**src/pkg/bsc_pkg.sv**
```systemverilog
// Constants and types for the buck enable and soft-start controller
package bsc_pkg;
    // Clock period in ns
    localparam int CLK_NS = 20;

    // Register byte offsets
    localparam logic [7:0] ADDR_SET0 = 8'h00;
    localparam logic [7:0] ADDR_SET1 = 8'h04;
    localparam logic [7:0] ADDR_CTRL = 8'h08;
    localparam logic [7:0] ADDR_STAT = 8'h0C;

    // Setpoint register fields
    localparam int SET_EN_BIT   = 7;
    localparam int SET_MODE_BIT = 6;
    localparam int CODE_W       = 6;

    // Control register fields
    localparam int CTRL_BLEED_BIT = 7;
    localparam int SLEW_W         = 3;

    // Reset values
    localparam logic [5:0] CODE_RST = 6'h1F;
    localparam logic [7:0] CTRL_RST = 8'h00;

    // Build options, 042 is coded as 142
    localparam int OPT_01  = 1;
    localparam int OPT_03  = 3;
    localparam int OPT_04  = 4;
    localparam int OPT_05  = 5;
    localparam int OPT_24  = 24;
    localparam int OPT_042 = 142;
    localparam int OPT_79  = 79;

    // Current-limit run length
    localparam logic [4:0] ILIM_RUN = 5'h10;

    // Retry wait, then in cycles
    localparam int RETRY_MS  = 1700;
    localparam int RETRY_CYC = RETRY_MS * 1000000 / CLK_NS;

    // Soft-start reference step time
    localparam int SS_STEP_NS  = 1000;
    localparam int SS_STEP_CYC = (SS_STEP_NS + CLK_NS - 1) / CLK_NS;

    // Regulator sequencing states
    typedef enum logic [1:0]
    {
        ST_OFF   = 2'b00,
        ST_SOFT  = 2'b01,
        ST_RUN   = 2'b10,
        ST_RETRY = 2'b11
    } bsc_state_t;
endpackage

```
**src/rtl/bsc_buck_enable.sv**
```systemverilog
// Enable, soft-start and retry sequencer with AHB-Lite registers
`timescale 1ns/1ps

module bsc_buck_enable
#(
    parameter int BUILD_OPTION = 0,
    parameter int RETRY_CYCLES = bsc_pkg::RETRY_CYC
)
(
    input  wire logic        hclk,
    input  wire logic        hresetn,
    input  wire logic        hsel,
    input  wire logic [31:0] haddr,
    input  wire logic [1:0]  htrans,
    input  wire logic        hwrite,
    input  wire logic [2:0]  hsize,
    input  wire logic [31:0] hwdata,
    input  wire logic        hready,
    output logic             hreadyout,
    output logic             hresp,
    output logic [31:0]      hrdata,
    input  wire logic        chip_enable_pin,
    input  wire logic        setpoint_select_pin,
    input  wire logic        cycle_end,
    input  wire logic        cycle_in_ilim,
    output logic             power_stage_en,
    output logic             sync_rect_en,
    output logic [7:0]       soft_ref,
    output logic [5:0]       voltage_code,
    output logic             pwm_only,
    output logic [2:0]       slew_code,
    output logic             bleed_en,
    output logic             core_shutdown
);

    // Default value of a setpoint register
    function automatic logic [7:0] set_default(input logic high);
        logic en;
        en = 1'b1;
        if (BUILD_OPTION == bsc_pkg::OPT_01 || BUILD_OPTION == bsc_pkg::OPT_05)
        begin
            en = ~high;
        end
        return {en, 1'b0, bsc_pkg::CODE_RST};
    endfunction

    localparam logic [7:0] SET0_RST = set_default(1'b0);
    localparam logic [7:0] SET1_RST = set_default(1'b1);
    localparam logic OPT_RESETS = (BUILD_OPTION == bsc_pkg::OPT_04)
                               || (BUILD_OPTION == bsc_pkg::OPT_24)
                               || (BUILD_OPTION == bsc_pkg::OPT_042)
                               || (BUILD_OPTION == bsc_pkg::OPT_79);
    localparam logic [31:0] RETRY_LAST = 32'(RETRY_CYCLES - 1);
    localparam logic [7:0]  SS_LAST = 8'(bsc_pkg::SS_STEP_CYC - 1);

    logic [7:0]        set0_reg;
    logic [7:0]        set1_reg;
    logic [7:0]        ctrl_reg;
    logic              wr_pend_reg;
    logic [7:0]        wr_addr_reg;
    logic [31:0]       hrdata_reg;
    bsc_pkg::bsc_state_t state_reg;
    bsc_pkg::bsc_state_t state_next;
    logic [4:0]        ilim_cnt_reg;
    logic [31:0]       wait_cnt_reg;
    logic [7:0]        ss_div_reg;
    logic [7:0]        ref_reg;

    // Bus decode
    wire        take     = hsel & htrans[1] & hready;
    wire        wr_ok    = wr_pend_reg & chip_enable_pin;
    wire [7:0]  wdat     = hwdata[7:0];
    wire [7:0]  raddr    = haddr[7:0];

    wire sel_eff = (BUILD_OPTION == bsc_pkg::OPT_03) ? 1'b0 : setpoint_select_pin;

    wire [7:0] act_set = sel_eff ? set1_reg : set0_reg;

    wire sw_enable_active = act_set[bsc_pkg::SET_EN_BIT];
    wire want_on = chip_enable_pin & sw_enable_active;

    // Soft-start step divider and limit trip
    wire ss_tick   = (ss_div_reg == SS_LAST);
    wire ref_full  = (ref_reg == 8'hFF);
    wire ilim_trip = cycle_end & cycle_in_ilim
                   & (ilim_cnt_reg == bsc_pkg::ILIM_RUN - 5'h01);
    wire wait_done = (wait_cnt_reg == RETRY_LAST);
    wire running   = (state_reg == bsc_pkg::ST_SOFT)
                   | (state_reg == bsc_pkg::ST_RUN);

    // Status word: regulating, select, state, limit count
    wire [7:0] stat_word = {state_reg == bsc_pkg::ST_RUN, sel_eff,
                            state_reg, 1'b0, ilim_cnt_reg[2:0]};

    // Read data mux
    wire [7:0] rmux = (raddr == bsc_pkg::ADDR_SET0) ? set0_reg  :
                      (raddr == bsc_pkg::ADDR_SET1) ? set1_reg  :
                      (raddr == bsc_pkg::ADDR_CTRL) ? ctrl_reg  :
                      (raddr == bsc_pkg::ADDR_STAT) ? stat_word : 8'h00;

    // Bus response, zero wait
    assign hreadyout = 1'b1;
    assign hresp     = 1'b0;
    assign hrdata    = hrdata_reg;

    // Address phase capture
    always_ff @(posedge hclk or negedge hresetn)
    begin
        if (!hresetn)
        begin
            wr_pend_reg <= 1'b0;
            wr_addr_reg <= 8'h00;
            hrdata_reg  <= 32'h0000_0000;
        end
        else
        begin
            wr_pend_reg <= take & hwrite;
            if (take)
            begin
                wr_addr_reg <= raddr;
            end
            if (take && !hwrite)
            begin
                hrdata_reg <= chip_enable_pin ? {24'h000000, rmux} : 32'h0000_0000;
            end
        end
    end

    always_ff @(posedge hclk or negedge hresetn)
    begin
        if (!hresetn)
        begin
            set0_reg <= SET0_RST;
            set1_reg <= SET1_RST;
            ctrl_reg <= bsc_pkg::CTRL_RST;
        end
        else if (!chip_enable_pin && OPT_RESETS)
        begin
            set0_reg <= SET0_RST;
            set1_reg <= SET1_RST;
            ctrl_reg <= bsc_pkg::CTRL_RST;
        end
        else if (wr_ok)
        begin
            if (wr_addr_reg == bsc_pkg::ADDR_SET0)
            begin
                set0_reg <= wdat;
            end
            if (wr_addr_reg == bsc_pkg::ADDR_SET1)
            begin
                set1_reg <= wdat;
            end
            if (wr_addr_reg == bsc_pkg::ADDR_CTRL)
            begin
                ctrl_reg <= wdat;
            end
        end
    end

    // Sequencer next state
    always_comb
    begin
        state_next = state_reg;
        case (state_reg)
            bsc_pkg::ST_OFF:
            begin
                if (want_on)
                begin
                    state_next = bsc_pkg::ST_SOFT;
                end
            end
            bsc_pkg::ST_SOFT:
            begin
                if (!want_on)
                begin
                    state_next = bsc_pkg::ST_OFF;
                end
                else if (ilim_trip)
                begin
                    state_next = bsc_pkg::ST_RETRY;
                end
                else if (ref_full)
                begin
                    state_next = bsc_pkg::ST_RUN;
                end
            end
            bsc_pkg::ST_RUN:
            begin
                if (!want_on)
                begin
                    state_next = bsc_pkg::ST_OFF;
                end
                else if (ilim_trip)
                begin
                    state_next = bsc_pkg::ST_RETRY;
                end
            end
            bsc_pkg::ST_RETRY:
            begin
                if (!want_on)
                begin
                    state_next = bsc_pkg::ST_OFF;
                end
                else if (wait_done)
                begin
                    state_next = bsc_pkg::ST_SOFT;
                end
            end
            default:
            begin
                state_next = bsc_pkg::ST_OFF;
            end
        endcase
    end

    // Sequencer state and counters
    always_ff @(posedge hclk or negedge hresetn)
    begin
        if (!hresetn)
        begin
            state_reg    <= bsc_pkg::ST_OFF;
            ilim_cnt_reg <= 5'h00;
            wait_cnt_reg <= 32'h0000_0000;
        end
        else
        begin
            state_reg <= state_next;
            if (!running || ilim_trip)
            begin
                ilim_cnt_reg <= 5'h00;
            end
            else if (cycle_end)
            begin
                ilim_cnt_reg <= cycle_in_ilim ? ilim_cnt_reg + 5'h01 : 5'h00;
            end
            wait_cnt_reg <= (state_reg == bsc_pkg::ST_RETRY && !wait_done)
                          ? wait_cnt_reg + 32'h0000_0001 : 32'h0000_0000;
        end
    end

    // Soft-start reference ramp
    always_ff @(posedge hclk or negedge hresetn)
    begin
        if (!hresetn)
        begin
            ss_div_reg <= 8'h00;
            ref_reg    <= 8'h00;
        end
        else if (state_reg == bsc_pkg::ST_SOFT)
        begin
            ss_div_reg <= ss_tick ? 8'h00 : ss_div_reg + 8'h01;
            if (ss_tick && !ref_full)
            begin
                ref_reg <= ref_reg + 8'h01;
            end
        end
        else
        begin
            ss_div_reg <= 8'h00;
            ref_reg    <= (state_reg == bsc_pkg::ST_RUN) ? 8'hFF : 8'h00;
        end
    end

    // Regulator controls
    assign power_stage_en = running;
    assign sync_rect_en   = (state_reg == bsc_pkg::ST_RUN);
    assign soft_ref       = ref_reg;
    assign voltage_code   = act_set[bsc_pkg::CODE_W-1:0];
    assign pwm_only       = act_set[bsc_pkg::SET_MODE_BIT];
    assign slew_code      = ctrl_reg[bsc_pkg::SLEW_W-1:0];
    assign bleed_en       = ctrl_reg[bsc_pkg::CTRL_BLEED_BIT]
                          & (~chip_enable_pin | ~sw_enable_active);
    assign core_shutdown  = ~chip_enable_pin;
endmodule

```
**config.mk**
```make
export PLATFORM = sky130hd
export DESIGN_NAME = bsc_buck_enable
export DESIGN_NICKNAME = d
export VERILOG_FILES = /design/src/pkg/bsc_pkg.sv /design/src/rtl/bsc_buck_enable.sv
export SDC_FILE = /design/constraint.sdc
export NUM_CORES = 1
export LEC_CHECK = 0
export BUFFER_PORTS_ARGS = -buffer_cell sky130_fd_sc_hd__buf_2
export CORE_ASPECT_RATIO = 0.6
export CORE_UTILIZATION = 45
export DETAILED_ROUTE_END_ITERATION = 16
export GPL_ROUTABILITY_DRIVEN = 0
export PLACE_DENSITY = 0.73
export SLEW_MARGIN = 10
export SYNTH_ARGS = -nofsm -noshare
export SYNTH_HDL_FRONTEND = slang
export SYNTH_SLANG_ARGS = --single-unit
```
**constraint.sdc**
```tcl
create_clock -name hclk -period 1.87 [get_ports hclk]
set_input_delay 0.374 -clock hclk [delete_from_list [all_inputs] [get_ports hclk]]
set_output_delay 0.374 -clock hclk [all_outputs]
set_load 0.03 [all_outputs]
```
# Yosys cells after proc, flatten, opt, wreduce, memory -nomap -nowiden
# Cells that the tools add are included.
# Widths: inputs -> output; s select.
[op_classes] add_sub_neg=4 eq_ne=17 muxes=24 n_bitwise=12 n_reduce_logical=16
[ops] op="$mux 8" count=11
[ops] op="$add 32x1->32 const B" count=1
[ops] op="$eq 32x27->1 const B" count=1
[ops] op="$mux 32" count=1
[ops] op="$eq 8x4->1 const B" count=3
[ops] op="$add 8x1->8 const B" count=2
[ops] op="$eq 8x3->1 const B" count=2
[ops] op="$logic_not 8->1" count=2
[ops] op="$mux 2" count=8
[ops] op="$mux 5" count=3
[ops] op="$and 1x1->1" count=8
[ops] op="$eq 8x6->1 const B" count=1
[ops] op="$eq 8x8->1 const B" count=1
[ops] op="$pmux 2 s4" count=1
[ops] op="$reduce_and 2->1" count=3
[ops] op="$add 5x1->5 const B" count=1
[ops] op="$eq 5x4->1 const B" count=1
[ops] op="$eq 2x2->1 const B" count=2
[ops] op="$logic_not 1->1" count=4
[ops] op="$ne 4x4->1 const B" count=1
[ops] op="$reduce_and 4->1" count=1
[ops] op="$logic_and 1x1->1" count=3
[ops] op="$ne 3x2->1 const B" count=1
[ops] op="$ne 3x3->1 const B" count=1
[ops] op="other kinds (8)" count=10
[word_totals] regBits=120 inputBits=78 word_cells=84

# Logic depth before layout (Yosys ltp)
# Gate-level depths: netlist of the first run.
[logic_depth] word_depth=6 depth_mapped=8 ltp_nobuf=8

# Worst setup path after synthesis of the first run
# No wires, ideal clock.
[synth_timing] path_type="reg-to-reg" startpoint="reg state_reg[0]" endpoint="reg state_reg[1]" t_arrival_ns=1.781 path_slack_ns=-0.033 path_stages_with_launch=6 n_path_buf=0 period_less_slack_ns=1.903 cell_sequence="dfrtp_1 > inv_1 > ha_1 > nor2_1 > a2111o_1 > a32o_1"
[synth_between] elab_chain_cells=3 elab_cells_between_ends=10
[synth_rtl] element="from (decl)" line="bsc_buck_enable.sv:62" text="bsc_pkg::bsc_state_t state_reg;"
[synth_rtl] element="from (signal assigned)" line="bsc_buck_enable.sv:221" text="state_reg <= bsc_pkg::ST_OFF;"
[synth_rtl] element="from (signal assigned)" line="bsc_buck_enable.sv:227" text="state_reg <= state_next;"
[synth_rtl] element="$eq 2x2->1 *"
[synth_rtl] element="net sync_rect_en" line="bsc_buck_enable.sv:27" text="output logic sync_rect_en,"
[synth_rtl] element="$ne 3x2->1 (no source line)"
[synth_rtl] element="$reduce_and 4->1 (no source line)"
# Mark *: on every way through the listed nets, which the timed path passes. The rest lies on a longest branch.
# A chain may end at the register's enable or synchronous reset.

# Worst setup path in the final report of the first run
[layout_timing] startpoint="reg ilim_cnt_reg[0]" endpoint="reg state_reg[1]"
[layout_between] elab_chain_cells=5 elab_cells_between_ends=8
[layout_rtl] element="from (decl)" line="bsc_buck_enable.sv:64" text="logic [4:0] ilim_cnt_reg;"
[layout_rtl] element="from (signal assigned)" line="bsc_buck_enable.sv:234" text="ilim_cnt_reg <= cycle_in_ilim ? ilim_cnt_reg + 5'h01 : 5'h00;"
[layout_rtl] element="$eq 5x4->1 *" line="bsc_buck_enable.sv:86" text="& (ilim_cnt_reg == bsc_pkg::ILIM_RUN - 5'h01);"
[layout_rtl] element="$and 1x1->1 *" line="bsc_buck_enable.sv:86"
[layout_rtl] element="$mux 2" line="bsc_buck_enable.sv:178" text="else if (ilim_trip)"
[layout_rtl] element="$mux 2" line="bsc_buck_enable.sv:174" text="if (!want_on)"
[layout_rtl] element="$pmux 2 s4" line="bsc_buck_enable.sv:164" text="case (state_reg)"
# Every way passes the cells marked *; elsewhere a longest branch is shown, timed or not.

==> run_results.csv, run 1 <==
group,metric,value,unit
pwr,power,5480,uW
grt,grt_antenna_before_repair,1,
setup_path,cp.depth,6,
setup_path,critPathMaxStageDelay,0.39,ns
setup_path,critPathSlowestCell,"dfrtp_1",
grt,grt_pass1_wl,18.3,mm
final_layout,num_antenna_cells,0,
clock_tree,cts_tree,"yes",
grt,grt_max_degree,35,
synth,synth_seq_cells,96,
pwr,power_density,907,nW/um^2
synth,synth_edf_count,0,
setup_path,rrSetupSlack,-0.008,ns
final_layout,syn_to_final_growth,19.7,%
synth,async_reset_ff_share,100,%
routing,finalWirelength,11.0,mm
setup_path,worst_setup_path_end_kind,"flop",
routing,ant_nets,0,
status,violations,"design-rule violations, negative setup slack",
grt,grt_overflow,0,
pwr,leakagePower,0.00271,uW
setup_path,cp-startpoint,"ilim_cnt_reg[0]$_DFFE_PN0P_",
synth,synthTopCellsByCount,"dfrtp_1, nor2_1, mux2_2",
clock_tree,cts-root-buf,"clkbuf_16",
synth,syn-cell-area,5050,sq um
setup_path,arrival,2.11,ns
floorplan,num_rows,29,
setup_path,r2r.worst_path.cells,6,
clock_tree,clk_latency,0.35,ns
floorplan,initial_core_util,47.0,%
clock_tree,clkTransAtPathRegs,0.07,ns
setup_path,rr_endpoint,"state_reg[1]$_DFFE_PN0P_",
placement,dp_slack,-0.191,ns
setup_path,crit_chain,"ha_2 > and3_4 > ha_4 > and3_4 > a2111o_1 > a32o_2",
final_layout,fillCellCount,924,
sta,drv_slew,0,
final_layout,largest_register_ffs,32,
worst_hold_path,holdCritPathClass,"in -> reg",
synth,synth_area_leaders,"dfrtp_1, mux2_2, dfstp_2, xnor2_1, nor2_1",
synth,synth.top_cell.area_share,41.6,%
clock_tree,clock_sinks,96,
synth,yosysMostFrequentCell,"dfrtp_1",
setup_path,path_class,"reg -> reg",
final_layout,drive_gt1_share,32.2,%
grt,grt_pass1_vias,3649,
setup_path,cp.required,2.10,ns
setup_path,crit_path_max_fanout,3,
routing,drt_iter0_markers,259,
floorplan,core,10700,sq um
floorplan,die_h,84.0,microns
placement,port_buffers,55,
job,drv_cap,0,
clock_tree,cts_buffers,9,
routing,vias,3861,
final_layout,regArea,2420,sq um
sta,finalCriticalPeriod,1.88,ns
floorplan,chipWidth,139,microns
grt,grt_usage,19.8,%
routing,detail_route.wl_per_cell,15.3,microns
synth,synth_cells,491,
status,status,"finished with violations",
routing,drtPass1Iterations,11,
sta,fin_skew,0.00767,ns
setup_path,critical-path-top-delay-family,"compound AO/OA/AOI/OAI gates",
synth,ys_seq_area_share,47.9,%
routing,drc,6,
setup_path,critPathMostFrequentCell,"and3_4",
setup_path,startpoint_type,"flop",
worst_hold_path,hp-start,"haddr[5]",
setup_path,crit_buf_inv,0,
floorplan,dieArea,11700,sq um
sta,setup_viol,1,
sta,finalHoldViolCount,0,
sta,max_freq,532,MHz
clock_tree,htreeDepth,3,
pwr,ir_worst_vdd,0.000478,V
synth,ys.flop_type,"dfrtp_1",
final_layout,fin_nets,662,
clock_tree,clock_path_buffers,2,
synth,yosysUniqueCellTypes,46,
sta,fin_setup_tns,-0.00849,ns
setup_path,r2r-start,"ilim_cnt_reg[0]$_DFFE_PN0P_",
synth,syn_area_per_cell,10.3,sq um
floorplan,pin_count,134,
sta,tightest_slew,0.619,ns
routing,vias_per_cell,5.38,
sta,slew_headroom,58.7,%
sta,setup_ws,-0.00849,ns
synth,yosys.area.top_type,"dfrtp_1",
sta,rsz0062_at_grt,"true",
setup_path,cp-endpoint,"state_reg[1]$_DFFE_PN0P_",
final_layout,multiInputGateArea,2520,sq um
synth,yosys_warnings,0,
placement,hpwl,8.06,mm
sta,period_share,100,%
==> logic make-up after synthesis <==
group / after synthesis / share of synthesized area (%)
compound gates: 38 / 5.03
xor+xnor: 41 / 7.11
fa+ha+maj: 11 / 2.73
buf+inv: 57 / 6.49
flops: 96 / 47.9
mux: 52 / 11.3
other cells: 2 / 0.149
simple gates: 194 / 19.3
==> worst reg2reg max path: cells and delay by family (launching register included) <==
kind                       cells  cell delay, ns
and+or+nand+nor                2            0.36
adders and majority gates      2            0.36
DFF                            1            0.39
AOI/OAI and AO/OA              2            0.67
==> layout make-up <==
type	instances	share of cell area, %
Multi-Input combinational cell	362	41.7
Sequential cell	96	40.0
Timing Repair Buffer	93	9.71
Clock buffer	9	3.73
Tap cell	139	2.88
Clock inverter	7	1.28
Inverter	11	0.683
==> placed cells by master (no fill, tap or decap), types with 13 or more instances in the layout <==
| cell type | Yosys | layout |
|---|---|---|
| nand3_1 | 23 | 23 |
| xnor2_1 | 29 | 29 |
| nor2_1 | 63 | 63 |
| o21ai_0 | 13 | 13 |
| nor4_1 | 17 | 13 |
| nand2_1 | 35 | 33 |
| buf_2 | 4 | 52 |
| dfrtp_1 | 84 | 82 |
| mux2_2 | 40 | 39 |
| buf_4 | 29 | 38 |
| conb_1 | 2 | 26 |
==> how the worst min path moves through the flow <==
stage | end | slack (ns) | cells after the start
after global routing | wr_addr_reg[5]$_DFFE_PN0P_ | 0.27 | 2
after floorplan | ctrl_reg[0]$_DFFE_PN0P_ | 0.08 | 0
after global placement | wait_cnt_reg[22]$_DFF_PN0_ | 0.35 | 1
after detailed placement | wait_cnt_reg[25]$_DFF_PN0_ | 0.35 | 1
after CTS | wr_addr_reg[5]$_DFFE_PN0P_ | 0.27 | 2
final | wr_addr_reg[5]$_DFFE_PN0P_ | 0.28 | 2
==> through the flow <==
stage	instance area, sq um	cells	util (%)	hold WS, ns
4_1_cts	5950	715	55.4	0.273
3_5_place_dp	5590	698	52.0	0.355
2_1_floorplan	5140	515	-	0.0784
5_1_grt	6040	717	56.3	0.272
6_report	6040	717	56.3	0.280
3_3_place_gp	5590	698	52.0	0.353
==> layer usage <==
metal	wire, microns	share of wire (%)	up-vias	track usage [%]
li1	-	-	1825	-
met5	0	0	-	0
met3	642	5.8	10	5.16
met1	5420	49	1898	29.5
met2	4810	44	128	28.4
met4	108	0.98	0	4.85
==> report_power, final <==
| group | total, uW | internal [uW] | switching, uW |
|---|---|---|---|
| Clock | 1860 | 1050 | 813 |
| Sequential | 2450 | 2260 | 192 |
| Combinational | 1170 | 446 | 724 |
==> timing repair <==
item                                    in CTS  in global routing
buffers inserted                             0                  2
hold endpoints to repair                    30                  0
gates cloned                                 0                  0
pin swaps                                    1                 10
gates resized for setup                     14                 15
hold buffers                                 1                  0
endpoints found under the setup margin      33                 41
No activity file was read; power rests on OpenSTA's default activity.
==> run 2, diff against run 1 <==
--- a/config.mk
+++ b/config.mk
@@ -10,7 +10,7 @@
 export CORE_UTILIZATION = 45
 export DETAILED_ROUTE_END_ITERATION = 16
 export GPL_ROUTABILITY_DRIVEN = 0
-export PLACE_DENSITY = 0.73
+export PLACE_DENSITY_LB_ADDON = 0.1
 export SLEW_MARGIN = 10
 export SYNTH_ARGS = -nofsm -noshare
 export SYNTH_HDL_FRONTEND = slang
==> run_results.csv, run 2 (synthesized netlist as in run 1, its figures left out) <==
group,metric,value,unit
sta,max_freq,539,MHz
pwr,ir_worst_vdd,0.000411,V
floorplan,num_rows,29,
floorplan,pin_count,134,
sta,finalHoldViolCount,0,
grt,grt_antenna_before_repair,0,
sta,fin_setup_tns,0,ns
sta,tightest_slew,0.628,ns
setup_path,cp.required,1.50,ns
clock_tree,clock_path_buffers,2,
sta,setup_ws,0.0137,ns
clock_tree,htreeDepth,3,
routing,drc,5,
floorplan,chipWidth,139,microns
clock_tree,clock_sinks,96,
clock_tree,clk_latency,0.34,ns
final_layout,mostFrequentLayoutCell,"dfrtp_1",
grt,grt_max_degree,33,
clock_tree,cts_buffers,9,
placement,hpwl,8.21,mm
grt,grt_overflow,0,
floorplan,dieArea,11700,sq um
sta,hold_slack,0.276,ns
setup_path,r2r.worst_path.cells,8,
sta,rsz0062_at_grt,"true",
setup_path,startpoint_type,"flop",
grt,grt_usage,20.4,%
sta,finalCriticalPeriod,1.86,ns
pwr,power_density,876,nW/um^2
placement,place_area,5640,sq um
final_layout,final_cell_mix,"dfrtp_1, nor2_1, buf_2",
status,status,"finished with violations",
grt,grt_pass1_vias,3737,
final_layout,num_antenna_cells,0,
clock_tree,cts-root-buf,"clkbuf_16",
floorplan,core,10700,sq um
routing,drt_iter0_markers,176,
routing,ant_nets,0,
setup_path,cp-endpoint,"bleed_en",
routing,vias_per_cell,5.29,
sta,period_share,99.3,%
setup_path,crit_path_max_fanout,7,
routing,finalWirelength,11.2,mm
final_layout,syn_to_final_growth,20.8,%
final_layout,drive_gt1_share,32.9,%
routing,vias,3820,
sta,drv_slew,0,
clock_tree,cts_tree,"yes",
setup_path,rr_endpoint,"state_reg[0]$_DFFE_PN0P_",
setup_path,rrSetupSlack,0.05,ns
sta,fin_skew,0.00490,ns
floorplan,die_h,84.0,microns
job,drv_cap,0,
worst_hold_path,hp-start,"haddr[4]",
setup_path,arrival,1.48,ns
setup_path,cp-startpoint,"set0_reg[7]$_DFFE_PN1P_",
floorplan,initial_core_util,47.0,%
setup_path,path_class,"reg -> out",
pwr,leakagePower,0.00273,uW
final_layout,largest_register_ffs,32,
sta,setup_viol,0,
setup_path,worst_setup_path_end_kind,"output port",
placement,dp_slack,-0.112,ns
final_layout,finalInstanceArea,6100,sq um
clock_tree,clkTransAtPathRegs,0.06,ns
final_layout,fin_nets,667,
routing,detail_route.wl_per_cell,15.5,microns
grt,grt_pass1_wl,18.7,mm
routing,drtPass1Iterations,13,
status,violations,"design-rule violations",
setup_path,r2r-start,"ilim_cnt_reg[1]$_DFFE_PN0P_",
placement,port_buffers,55,
worst_hold_path,holdCritPathClass,"in -> reg",
sta,slew_headroom,58.2,%
run 2: cell count changes in the layout (fill, tap and decap cells not counted), moves of 2 or more:
| cell | previous run | this run |
|---|---|---|
| dfrtp_1 | 82 | 84 |
| nor2_2 | 0 | 2 |
| buf_12 | 1 | 3 |
| nor2_1 | 63 | 61 |
| inv_6 | 3 | 0 |
| buf_4 | 38 | 41 |
| clkbuf_8 | 0 | 2 |
| dfrtp_2 | 2 | 0 |
run 2: worst min path at each step:
| stage | end | slack (ns) | depth (start not counted) |
|---|---|---|---|
| after floorplan | ctrl_reg[0]$_DFFE_PN0P_ | 0.08 | 0 |
| after global placement | wr_addr_reg[7]$_DFFE_PN0P_ | 0.30 | 1 |
| after detailed placement | wr_addr_reg[7]$_DFFE_PN0P_ | 0.30 | 1 |
| after CTS | wr_addr_reg[4]$_DFFE_PN0P_ | 0.26 | 2 |
| after global routing | wr_addr_reg[4]$_DFFE_PN0P_ | 0.27 | 2 |
| final | wr_addr_reg[4]$_DFFE_PN0P_ | 0.28 | 2 |
run 2: area by class of cell:
cell class	instances	area [sq um]
fillers	918	4640
multi-input cells	362	2530
flip-flops and latches	96	2420
repair buffers	98	649
clock buffers	12	256
well taps	139	174
inverters	11	41.3
clock inverters	4	28.8
run 2: per-stage QoR:
| stage | instances | power, uW | utilization (%) |
|---|---|---|---|
| final | 722 | 5340 | 56.8 |
| after floorplan | 515 | 3220 | - |
| after global placement | 701 | 3530 | 52.5 |
| after detailed placement | 701 | 3560 | 52.5 |
| after CTS | 720 | 5350 | 55.8 |
| after global routing | 722 | 5620 | 56.8 |
run 2: critical path, stage by stage, from the launching register on:
cell     delay, ns
dfstp_2       0.55
mux2_2        0.15
nand2_2       0.10
and2_1        0.18
buf_4         0.16
run 2: power breakdown:
group | switching [uW] | internal [uW]
sequential | 184 | 2260
combinational | 705 | 434
clock | 784 | 975
total | 1670 | 3670
run 2: timing repair:
| action | in CTS | in global routing |
|---|---|---|
| hold buffers | 1 | 0 |
| setup buffers | 2 | 2 |
| hold endpoints to repair | 19 | 0 |
| resized for setup | 14 | 17 |
| pin swaps | 5 | 3 |
| endpoints found under the setup margin | 12 | 42 |
run 2: metal layers:
metal / wire (microns) / GRT usage (%) / vias up
met5: 0 / 0 / -
met4: 75 / 5.15 / 0
met3: 448 / 4.25 / 10
met2: 4670 / 29.9 / 96
met1: 5980 / 30.4 / 1880
li1: - / - / 1834
==> run 3, diff against run 2 <==
==> constraint.sdc (replaced) <==
create_clock -name hclk -period 1.87 [get_ports hclk]
set_input_delay 0.187 -clock hclk [delete_from_list [all_inputs] [get_ports hclk]]
set_output_delay 0.187 -clock hclk [all_outputs]
set_load 0.03 [all_outputs]
==> run_results.csv, run 3 (synthesized netlist as in run 1, its figures left out) <==
group,metric,value,unit
setup_path,path_class,"reg -> reg",
floorplan,chipWidth,139,microns
final_layout,final_cell_mix,"dfrtp_1, nor2_1, buf_2",
sta,finalCriticalPeriod,1.83,ns
job,drv_cap,0,
sta,drv_slew,0,
placement,port_buffers,55,
clock_tree,clk_latency,0.34,ns
sta,setup_ws,0.0365,ns
sta,hold_slack,0.101,ns
routing,ant_nets,0,
sta,slew_headroom,58.8,%
setup_path,startpoint_type,"flop",
pwr,power_density,879,nW/um^2
pwr,power,5280,uW
worst_hold_path,holdCritPathClass,"in -> reg",
grt,grt_usage,20.6,%
clock_tree,htreeDepth,3,
sta,tightest_slew,0.618,ns
sta,period_share,98.1,%
setup_path,arrival,2.09,ns
final_layout,drive_gt1_share,31.1,%
final_layout,largest_register_ffs,32,
setup_path,crit_path_max_fanout,3,
sta,fin_skew,0.00754,ns
status,status,"finished with violations",
final_layout,fin_util,55.9,%
clock_tree,cts_tree,"yes",
pwr,ir_worst_vdd,0.000485,V
placement,place_area,5600,sq um
final_layout,fillCellCount,952,
floorplan,die_h,84.0,microns
clock_tree,cts_buffers,9,
routing,vias,3761,
pwr,leakagePower,0.00268,uW
floorplan,core,10700,sq um
routing,drt_iter0_markers,193,
sta,finalHoldViolCount,0,
clock_tree,clock_sinks,96,
placement,dp_slack,-0.125,ns
routing,detail_route.wl_per_cell,15.7,microns
grt,grt_pass1_vias,3707,
setup_path,cp.required,2.13,ns
final_layout,fin_nets,663,
final_layout,num_antenna_cells,0,
floorplan,dieArea,11700,sq um
sta,max_freq,545,MHz
placement,hpwl,8.07,mm
floorplan,num_rows,29,
floorplan,pin_count,134,
status,violations,"design-rule violations",
sta,setup_viol,0,
grt,grt_pass1_wl,18.9,mm
final_layout,finalInstanceArea,6000,sq um
grt,grt_max_degree,97,
floorplan,initial_core_util,47.0,%
clock_tree,cts-root-buf,"clkbuf_16",
setup_path,rrSetupSlack,0.04,ns
grt,grt_overflow,0,
final_layout,mostFrequentLayoutCell,"dfrtp_1",
final_layout,syn_to_final_growth,18.9,%
routing,finalWirelength,11.3,mm
routing,drtPass1Iterations,14,
grt,grt_antenna_before_repair,0,
clock_tree,clock_path_buffers,2,
routing,drc,5,
setup_path,worst_setup_path_end_kind,"flop",
clock_tree,clkTransAtPathRegs,0.06,ns
routing,vias_per_cell,5.24,
sta,rsz0062_at_grt,"true",
[run 3: cell count changes in the layout (fill, tap and decap cells not counted), sizes merged]
cell | previous run | this run
buf | 97 | 93
clkinv | 2 | 1
clkinvlp | 2 | 3
[run 3: repair_timing]
item | 4_1_cts | 5_1_grt
setup endpoints to repair | 10 | 53
buffers inserted | 2 | 1
hold buffers | 1 | 0
resized for setup | 8 | 13
hold endpoints to repair | 84 | 0
pin swaps | 6 | 5
[run 3: worst paths after layout]
| kind | from | depth (start not counted) | end |
|---|---|---|---|
| hold reg to reg | wait_cnt_reg[0]$_DFF_PN0_ | 1 | wait_cnt_reg[0]$_DFF_PN0_ |
| max in group asynchronous | hresetn | 3 | set0_reg[1]$_DFFE_PN1P_ |
| min in group asynchronous | hresetn | 3 | soft_ref[0]$_DFFE_PN0P_ |
| setup / recovery | wait_cnt_reg[14]$_DFF_PN0_ | 5 | wait_cnt_reg[29]$_DFF_PN0_ |
| hold / removal | haddr[4] | 2 | wr_addr_reg[4]$_DFFE_PN0P_ |
| setup reg to reg | wait_cnt_reg[14]$_DFF_PN0_ | 5 | wait_cnt_reg[29]$_DFF_PN0_ |
[run 3: report_power, final]
group	leakage [uW]	internal (uW)	switching [uW]	total [uW]
logic	0.00129	414	698	1110
registers	0.00126	2260	187	2450
clock network	0.000125	941	776	1720
[run 3: critical path: stages, from the launching register on]
cell and delay (ns):
dfrtp_1 0.40, and4_4 0.24, nand3_2 0.10, or4_4 0.53
or3_1 0.32, a21oi_1 0.16
[run 3: layout make-up]
type	instances	area, sq um	area share, %
Clock buffer	12	246	4.11
Clock inverter	4	31.3	0.521
Inverter	11	41.3	0.688
Multi-Input combinational cell	362	2490	41.4
Sequential cell	96	2420	40.3
Tap cell	139	174	2.90
Timing Repair Buffer	94	602	10.0
[run 3: layer usage]
layer,GRT usage [%],share of wire [%],up-vias
met5,0,0,-
met4,6.16,1.0,0
met3,4.07,4.0,9
met2,27.8,40,96
met1,32.4,55,1831
li1,-,-,1825
[run 3: through the flow]
step	std cells	TNS (ns)
finish	718	0
global route	718	-0.341
CTS	717	0
detailed placement	698	-0.494
global placement	698	-0.439
floorplan	515	0
